$ cat config.mk
export PLATFORM = sky130hd
export DESIGN_NAME = cpc_clock_power
export DESIGN_NICKNAME = d
export VERILOG_FILES = /design/src/core/cpc_pkg.sv /design/src/core/cpc_clock_power.sv
export VERILOG_INCLUDE_DIRS = /design/src /design/src/core
export SDC_FILE = /design/constraint.sdc
export NUM_CORES = 1
export LEC_CHECK = 0
export BUFFER_PORTS_ARGS = -buffer_cell sky130_fd_sc_hd__buf_2
export CAP_MARGIN = 25
export CORE_AREA = 2 2 157 159
export CTS_BUF_LIST = sky130_fd_sc_hd__clkbuf_4 sky130_fd_sc_hd__clkbuf_8
export DETAILED_ROUTE_END_ITERATION = 8
export DIE_AREA = 0 0 159 161
export PLACE_DENSITY = 0.53
export SLEW_MARGIN = 30
export SYNTH_ARGS = -nofsm -noshare
export SYNTH_HDL_FRONTEND = slang
export SYNTH_SLANG_ARGS = --single-unit
$ cat constraint.sdc
create_clock -name aclk -period 2.08 [get_ports aclk]
set_input_delay 0.208 -clock aclk [delete_from_list [all_inputs] [get_ports aclk]]
set_output_delay 0.208 -clock aclk [all_outputs]
set_load 0.01 [all_outputs]
$ cat src/core/cpc_params.svh
`ifndef CPC_PARAMS_SVH
`define CPC_PARAMS_SVH
// register byte offsets
`define CPC_CTRL_OFF 8'h00
`define CPC_KEY_OFF 8'h04
`define CPC_CMD_OFF 8'h08
`define CPC_STAT_OFF 8'h0C
`define CPC_FLAG_OFF 8'h10
// control field positions
`define CPC_CLK_SEL_BIT 0
`define CPC_OSC_EN_BIT 1
`define CPC_REG_LO 2
`define CPC_REG_HI 3
`define CPC_LCD_ON_BIT 4
`define CPC_LCD_REF_BIT 5
`define CPC_SVD_BIT 6
`define CPC_HLM_BIT 7
// key register field positions
`define CPC_MASK_LO 4
`define CPC_FILT_LO 8
`define CPC_FILT_HI 9
// reset values
`define CPC_REG_RST 2'h0
`define CPC_LCD_REF_RST 1'b1
`define CPC_FILT_BYPASS 2'h0
// settle time of the fast oscillator, in us, and clock period in ns
`define CPC_OSC_SETTLE_US 5000
`define CPC_CLK_NS 10
`define CPC_FILT_BASE 16'h0010
`define CPC_RESP_OK 2'h0
`define CPC_RESP_ERR 2'h2
`endif

$ cat src/core/cpc_pkg.sv
package cpc_pkg;
  typedef enum logic [1:0] {
    PM_RUN,
    PM_HALT,
    PM_SLEEP
  } cpc_mode_t;
endpackage

$ cat src/core/cpc_clock_power.sv
// Operation
// - reset selects the slow clock for the cpu, select bit 0.
// - reset switches the fast oscillator off.
// - reset sets the regulator level field to 0, low-speed 1.1 V.
// - reset turns lcd supply off and sets its reference select to 1.
// - reset turns the supply voltage detector off.
// - reset turns heavy-load protection mode off.
// - sleep stops the fast oscillator completely.
// - sleep keeps slow oscillator running but gates divider and peripheral clocks.
// - only a key input interrupt factor wakes the device from sleep.
// - lcd supply switch-on runs a boost period of one 1 kHz cycle.
// - filter select code 00 bypasses the key noise rejector.
//
// The implementer's own choices: the AXI4-Lite slave port and the register offsets.
`include "cpc_params.svh"
`timescale 1ns/10ps
`default_nettype none
module cpc_clock_power #(
  parameter int SETTLE_CYCLES = (`CPC_OSC_SETTLE_US * 1000) / `CPC_CLK_NS,
  parameter int KEYS = 4
) (
  // clock and reset
  input wire logic aclk,
  input wire logic aresetn,
  // axi4-lite write
  input wire logic [7:0] s_axi_awaddr,
  input wire logic s_axi_awvalid,
  output logic s_axi_awready,
  input wire logic [31:0] s_axi_wdata,
  input wire logic [3:0] s_axi_wstrb,
  input wire logic s_axi_wvalid,
  output logic s_axi_wready,
  output logic [1:0] s_axi_bresp,
  output logic s_axi_bvalid,
  input wire logic s_axi_bready,
  // axi4-lite read
  input wire logic [7:0] s_axi_araddr,
  input wire logic s_axi_arvalid,
  output logic s_axi_arready,
  output logic [31:0] s_axi_rdata,
  output logic [1:0] s_axi_rresp,
  output logic s_axi_rvalid,
  input wire logic s_axi_rready,
  // keys, 1 khz tick, other interrupt sources
  input wire logic [KEYS-1:0] key_inputs,
  input wire logic tick_1khz,
  input wire logic other_irq,
  // clock and power controls
  output logic cpu_clock_select,
  output logic fast_osc_enable,
  output logic [1:0] regulator_level_sel,
  output logic lcd_supply_on,
  output logic lcd_reference_sel,
  output logic voltage_detect_on,
  output logic heavy_load_mode,
  output logic fast_osc_run,
  output logic slow_osc_run,
  output logic periph_clk_en,
  output logic cpu_clk_en,
  output logic lcd_boost,
  output logic key_irq
);
  logic [7:0] ctrl_q;
  logic [KEYS-1:0] key_irq_select_q, key_irq_mask_q, key_flag_q;
  logic [1:0] key_filter_select_q;
  cpc_pkg::cpc_mode_t mode_q;
  logic boost_q, lcd_on_prev_q;
  logic [1:0] boost_ticks_q;
  logic [31:0] settle_q;
  logic osc_ready;
  logic [KEYS-1:0] key_q, filt_q, filt_prev_q, key_event;
  logic key_wake;
  logic aw_hold_q, w_hold_q, bvalid_q, rvalid_q;
  logic [7:0] awaddr_q;
  logic [31:0] wdata_q, rdata_q;
  logic [3:0] wstrb_q;
  logic [1:0] bresp_q, rresp_q;
  logic wr_fire, rd_fire;
  logic [31:0] rd_word;
  logic rd_ok;

  // write channel: address and data are taken in either order
  assign s_axi_awready = !aw_hold_q && !bvalid_q;
  assign s_axi_wready = !w_hold_q && !bvalid_q;
  assign wr_fire = aw_hold_q && w_hold_q && !bvalid_q;
  assign s_axi_bvalid = bvalid_q;
  assign s_axi_bresp = bresp_q;

  always_ff @(posedge aclk) begin
    if (!aresetn) begin
      aw_hold_q <= 1'b0;
      w_hold_q <= 1'b0;
      awaddr_q <= 8'h00;
      wdata_q <= 32'h0000_0000;
      wstrb_q <= 4'h0;
    end else begin
      if (s_axi_awvalid && s_axi_awready) begin
        aw_hold_q <= 1'b1;
        awaddr_q <= s_axi_awaddr;
      end else if (wr_fire) begin
        aw_hold_q <= 1'b0;
      end
      if (s_axi_wvalid && s_axi_wready) begin
        w_hold_q <= 1'b1;
        wdata_q <= s_axi_wdata;
        wstrb_q <= s_axi_wstrb;
      end else if (wr_fire) begin
        w_hold_q <= 1'b0;
      end
    end
  end

  always_ff @(posedge aclk) begin
    if (!aresetn) begin
      bvalid_q <= 1'b0;
      bresp_q <= `CPC_RESP_OK;
    end else if (wr_fire) begin
      bvalid_q <= 1'b1;
      bresp_q <= (awaddr_q == `CPC_CTRL_OFF || awaddr_q == `CPC_KEY_OFF || awaddr_q == `CPC_CMD_OFF ||
                  awaddr_q == `CPC_FLAG_OFF || awaddr_q == `CPC_STAT_OFF) ? `CPC_RESP_OK : `CPC_RESP_ERR;
    end else if (s_axi_bready) begin
      bvalid_q <= 1'b0;
    end
  end

  // control register; software owns the ordering of level, enable and select
  always_ff @(posedge aclk) begin
    if (!aresetn) begin
      ctrl_q <= 8'h00;
      ctrl_q[`CPC_REG_HI:`CPC_REG_LO] <= `CPC_REG_RST;
      ctrl_q[`CPC_LCD_REF_BIT] <= `CPC_LCD_REF_RST;
    end else if (wr_fire && awaddr_q == `CPC_CTRL_OFF && wstrb_q[0]) begin
      ctrl_q <= wdata_q[7:0];
    end
  end

  assign cpu_clock_select = ctrl_q[`CPC_CLK_SEL_BIT];
  assign fast_osc_enable = ctrl_q[`CPC_OSC_EN_BIT];
  assign regulator_level_sel = ctrl_q[`CPC_REG_HI:`CPC_REG_LO];
  assign lcd_supply_on = ctrl_q[`CPC_LCD_ON_BIT];
  assign lcd_reference_sel = ctrl_q[`CPC_LCD_REF_BIT];
  assign voltage_detect_on = ctrl_q[`CPC_SVD_BIT];
  assign heavy_load_mode = ctrl_q[`CPC_HLM_BIT];

  always_ff @(posedge aclk) begin
    if (!aresetn) begin
      key_irq_select_q <= '0;
      key_irq_mask_q <= '0;
      key_filter_select_q <= `CPC_FILT_BYPASS;
    end else if (wr_fire && awaddr_q == `CPC_KEY_OFF) begin
      if (wstrb_q[0]) begin
        key_irq_select_q <= wdata_q[KEYS-1:0];
        key_irq_mask_q <= wdata_q[`CPC_MASK_LO +: KEYS];
      end
      if (wstrb_q[1]) begin
        key_filter_select_q <= wdata_q[`CPC_FILT_HI:`CPC_FILT_LO];
      end
    end
  end

  // key sampling and optional noise rejector
  always_ff @(posedge aclk) begin
    if (!aresetn) begin
      key_q <= '1;
      filt_prev_q <= '1;
    end else begin
      key_q <= key_inputs;
      filt_prev_q <= filt_q;
    end
  end

  for (genvar i = 0; i < KEYS; i++) begin : g_key
    logic [15:0] stable_q;
    always_ff @(posedge aclk) begin
      if (!aresetn) begin
        stable_q <= 16'h0000;
        filt_q[i] <= 1'b1;
      end else if (key_filter_select_q == `CPC_FILT_BYPASS) begin
        stable_q <= 16'h0000;
        filt_q[i] <= key_inputs[i];
      end else if (key_q[i] == filt_q[i]) begin
        stable_q <= 16'h0000;
      end else if (stable_q >= (`CPC_FILT_BASE << key_filter_select_q)) begin
        filt_q[i] <= key_q[i];
        stable_q <= 16'h0000;
      end else begin
        stable_q <= stable_q + 16'h0001;
      end
    end
  end

  // a selected key falling low is an interrupt factor
  assign key_event = filt_prev_q & ~filt_q & key_irq_select_q;
  assign key_wake = |key_event;
  assign key_irq = |(key_flag_q & key_irq_mask_q);

  // factor flags clear on writing 1; a new factor in the same cycle wins
  always_ff @(posedge aclk) begin
    if (!aresetn) begin
      key_flag_q <= '0;
    end else if (wr_fire && awaddr_q == `CPC_FLAG_OFF && wstrb_q[0]) begin
      key_flag_q <= (key_flag_q & ~wdata_q[KEYS-1:0]) | key_event;
    end else begin
      key_flag_q <= key_flag_q | key_event;
    end
  end

  // cpu power mode
  always_ff @(posedge aclk) begin
    if (!aresetn) begin
      mode_q <= cpc_pkg::PM_RUN;
    end else begin
      case (mode_q)
        cpc_pkg::PM_RUN: begin
          if (wr_fire && awaddr_q == `CPC_CMD_OFF && wstrb_q[0] && wdata_q[0]) begin
            mode_q <= cpc_pkg::PM_SLEEP;
          end else if (wr_fire && awaddr_q == `CPC_CMD_OFF && wstrb_q[0] && wdata_q[1]) begin
            mode_q <= cpc_pkg::PM_HALT;
          end
        end
        cpc_pkg::PM_HALT: begin
          if (key_irq || other_irq) begin
            mode_q <= cpc_pkg::PM_RUN;
          end
        end
        cpc_pkg::PM_SLEEP: begin
          if (key_wake) begin
            mode_q <= cpc_pkg::PM_RUN;
          end
        end
        default: mode_q <= cpc_pkg::PM_RUN;
      endcase
    end
  end

  assign fast_osc_run = fast_osc_enable && mode_q != cpc_pkg::PM_SLEEP;
  assign slow_osc_run = 1'b1;
  assign periph_clk_en = mode_q != cpc_pkg::PM_SLEEP;
  assign cpu_clk_en = mode_q == cpc_pkg::PM_RUN;

  // settle counter only reports; selecting early is left to software
  always_ff @(posedge aclk) begin
    if (!aresetn || !fast_osc_run) begin
      settle_q <= 32'h0000_0000;
    end else if (!osc_ready) begin
      settle_q <= settle_q + 32'h0000_0001;
    end
  end
  assign osc_ready = settle_q >= 32'(SETTLE_CYCLES);

  // boost lasts until the second tick so at least one full 1 khz period passes
  always_ff @(posedge aclk) begin
    if (!aresetn) begin
      lcd_on_prev_q <= 1'b0;
      boost_q <= 1'b0;
      boost_ticks_q <= 2'h0;
    end else begin
      lcd_on_prev_q <= lcd_supply_on;
      if (!lcd_supply_on) begin
        boost_q <= 1'b0;
        boost_ticks_q <= 2'h0;
      end else if (!lcd_on_prev_q) begin
        boost_q <= 1'b1;
        boost_ticks_q <= 2'h0;
      end else if (boost_q && tick_1khz) begin
        boost_ticks_q <= boost_ticks_q + 2'h1;
        if (boost_ticks_q == 2'h1) begin
          boost_q <= 1'b0;
        end
      end
    end
  end
  assign lcd_boost = boost_q;

  // read channel, one cycle to answer
  assign s_axi_arready = !rvalid_q;
  assign rd_fire = s_axi_arvalid && s_axi_arready;
  assign s_axi_rvalid = rvalid_q;
  assign s_axi_rdata = rdata_q;
  assign s_axi_rresp = rresp_q;

  always_comb begin
    rd_word = 32'h0000_0000;
    rd_ok = 1'b1;
    case (s_axi_araddr)
      `CPC_CTRL_OFF: rd_word[7:0] = ctrl_q;
      `CPC_KEY_OFF: rd_word[`CPC_FILT_HI:0] = {key_filter_select_q, key_irq_mask_q, key_irq_select_q};
      `CPC_CMD_OFF: rd_word = 32'h0000_0000;
      `CPC_STAT_OFF: rd_word[3:0] = {boost_q, osc_ready, mode_q == cpc_pkg::PM_HALT, mode_q == cpc_pkg::PM_SLEEP};
      `CPC_FLAG_OFF: rd_word[KEYS-1:0] = key_flag_q;
      default: rd_ok = 1'b0;
    endcase
  end

  always_ff @(posedge aclk) begin
    if (!aresetn) begin
      rvalid_q <= 1'b0;
      rdata_q <= 32'h0000_0000;
      rresp_q <= `CPC_RESP_OK;
    end else if (rd_fire) begin
      rvalid_q <= 1'b1;
      rdata_q <= rd_word;
      rresp_q <= rd_ok ? `CPC_RESP_OK : `CPC_RESP_ERR;
    end else if (s_axi_rready) begin
      rvalid_q <= 1'b0;
    end
  end
endmodule
`default_nettype wire

==> results.py <==
metrics = {
    "pwr": {
        "leakagePower_nw": 3.389,
        "ir_worst_vdd_mv": 0.3641,
        "p_per_area_nw_per_um2": 715.1,
    },
    "worst_setup_path": {
        "path_class": "reg2reg",
        "cp-end-kind": "flop",
        "cp_slowest_cell": "or4_4",
        "cp-start-kind": "flop",
        "cpLargestDelayFamily": "simple AND/OR/NAND/NOR gates",
        "worst-endpoint-arrival_ps": 2310,
        "worstPathCellList": "or4_4 -> nor4_4 -> buf_12 -> nand4b_1 -> o32ai_1",
        "max_stage_delay_ps": 590,
        "crit_required_ps": 2440,
        "path_max_fanout": 12,
        "critPathBufInv": 1,
    },
    "logic_synthesis": {
        "ys_ff_latch": 172,
        "yosysSeqAreaShare_pct": 48.43,
        "synthCells": 763,
        "avgSynthCellArea_sq_um": 9.319,
        "synth-edff-count": 0,
        "syn_area_sq_um": 7111,
        "ys_warn_count": 0,
        "synthFlopType": "dfxtp_1",
        "async_flop_share_pct": 0,
        "synth_cell_types": 51,
    },
    "place": {
        "place_ws_ps": 136.8,
        "dp_hpwl_mm": 10.03,
        "place.gp.congestion": 0.7593,
        "portBuffers": 70,
    },
    "sta": {
        "tns_ps": 0,
        "fin_crit_ps": 1949,
        "setup_viol": 0,
        "postLayoutSetupSlackWorst_ps": 130.8,
        "min_period_over_period_pct": 93.71,
        "fmax_ghz": 0.5130,
        "hold_violations": 0,
        "fin_skew_ps": 11.49,
        "worst_pin_slew_ps": 572.8,
        "relSlewSlack_pct": 61.81,
        "slew_violations": 0,
        "rsz0062_at_grt": "no",
    },
    "cells_and_area": {
        "layout_common_cells": "dfxtp_1 (172), nand2_1 (84), nor2_1 (81), buf_2 (70), conb_1 (53)",
        "diodes": 0,
        "drive_above_1_share_pct": 14.86,
        "syn2layout_area_growth_pct": 21.71,
        "final_common_cell": "dfxtp_1",
        "postLayoutCoreUtil_pct": 36.12,
        "finalNetCount": 994,
    },
    "route": {
        "drc_errors": 0,
        "routed_wl_mm": 14.21,
        "vias_per_cell": 4.226,
        "drt_pre_antenna_iters": 4,
        "avgRoutedWirePerCell_microns": 11.47,
        "vias": 5236,
        "detail-route-antenna-nets": 0,
        "drtIter0Drc": 190,
    },
    "flow_run": {
        "max-cap-violations": 0,
    },
    "worst_hold_path": {
        "min_path_type": "in2reg",
    },
    "grt": {
        "grt_pass1_wl_mm": 24.21,
        "grt_pass1_vias": 4985,
        "antenna_found_initial": 0,
        "grt-ovfl-total": 0,
        "grt_usage_pct": 11.53,
        "grt_max_degree": 60,
    },
    "die": {
        "core-area_sq_um": 23960,
        "rows": 57,
        "die_h_microns": 161,
        "die-area_sq_um": 25600,
        "io_pins": 120,
        "initial_core_util_pct": 29.67,
        "die_x_microns": 159,
    },
    "cts": {
        "cts_root_buf": "clkbuf_8",
        "clock-sinks": 172,
        "path_clk_slew_ps": 90,
        "ctsLongestPathBuffers": 2,
        "cts-htree-levels": 4,
        "cts_made_buffers": 17,
        "cts_tree": "yes",
        "clk_latency_ps": 450,
    },
    "outcome": {
        "outcome": "finished, final reports clean",
    },
}
[cells in the mapped netlist (2+ instances only)]
cell type  count  area [sq um]
nor4_1        13         81.33
o32ai_1        2         17.52
nor4_2         3         37.54
and3_1         8         50.05
nand4b_1       2         17.52
nand3_1       40         200.2
mux2i_1       21         210.2
nor2b_1       20         125.1
and2_1        25         156.4
buf_4         25         187.7
nor3_1        15         75.07
and4_1         3         26.28
nand4_1        8         50.05
dfxtp_1      172          3443
nand2_1       84         315.3
clkbuf_1      21         78.83
xnor2_1       25         219.0
a22oi_1        7         52.55
conb_1         2         7.510
or4bb_1        2         22.52
inv_1         19         71.32
nand2b_1      15         93.84
nand3b_1       5         37.54
a2bb2oi_1      7         61.31
nor2_1        82         307.8
a21boi_1       8         60.06
a21oi_1       11         55.05
xor2_1        25         219.0
ha_1          27         337.8
a21boi_0      27         202.7
o21ai_0       18         90.09
nor4b_1        2         17.52
[where the power goes]
group	switching, mW	internal [mW]
Clock	1.23	1.22
Sequential	0.0472	3.37
Combinational	0.172	0.150
[path summary, 6_finish.rpt]
kind / startpoint / to / slack (ps) / cells after the start
max reg2reg: awaddr_q[6]$_SDFFE_PN0P_ / mode_q[0]$_SDFFE_PN0P_ / 130 / 5
max: awaddr_q[6]$_SDFFE_PN0P_ / mode_q[0]$_SDFFE_PN0P_ / 130 / 5
min reg2reg: lcd_on_prev_q$_SDFF_PN0_ / lcd_boost$_SDFFE_PN0P_ / 440 / 1
min: key_inputs[2] / key_q[2]$_SDFF_PN1_ / 30 / 2
[layer usage]
metal	track usage (%)	wire, microns	share of wire, %	vias up
met5	0	0	0	-
met4	3.554	146	1.0	0
met3	3.082	496	3.5	13
met1	14.70	6885	48	2365
li1	-	-	-	2786
met2	19.15	6682	47	72
[sequential cells by signal, indices dropped and copies added, names as in the netlist, 4 cells and up]
signal / count
g_key.stable_q: 64
settle_q: 32
s_axi_rdata: 10
wdata_q: 10
awaddr_q: 8
ctrl_q: 8
filt_prev_q: 4
filt_q: 4
key_flag_q: 4
key_irq_mask_q: 4
key_irq_select_q: 4
key_q: 4
[cell type report]
type	instances	area, sq um
Clock buffer	19	249.0
Inverter	19	71.32
Multi-Input combinational cell	575	3527
Sequential cell	172	3443
Clock inverter	13	167.7
Tap cell	324	405.4
Fill cell	2488	15310
Timing Repair Buffer	117	790.8
[metrics by stage]
stage	area (sq um)	std cells	hold WS (ps)	power (mW)
CTS	8632	1239	1.571	6.289
global placement	7965	1182	423.2	3.777
detailed placement	7965	1182	434.0	3.780
global route	8655	1239	6.613	6.456
finish	8655	1239	27.85	6.189
floorplan	7302	814	321.7	3.702
[cell families (layout without fill, tap and decap cells)]
| logic type | after synthesis | in the layout | synth area share (%) |
|---|---|---|---|
| muxes | 21 | 21 | 2.956 |
| DFF | 172 | 172 | 48.43 |
| xor gates and xnor gates | 50 | 50 | 6.159 |
| buffers and inverters | 67 | 168 | 4.980 |
| AOI/OAI and AO/OA | 89 | 89 | 8.745 |
| and+or+nand+nor | 335 | 335 | 23.88 |
| other | 2 | 53 | 0.1056 |
| adders and majority gates | 27 | 27 | 4.751 |
[what timing repair did]
action,CTS,global route
hold buffers,25,0
endpoints found under the hold margin,25,0
setup endpoints to repair,0,25
setup buffers,0,0
gates resized for setup,0,4
No activity file was read; power rests on OpenSTA's default activity.
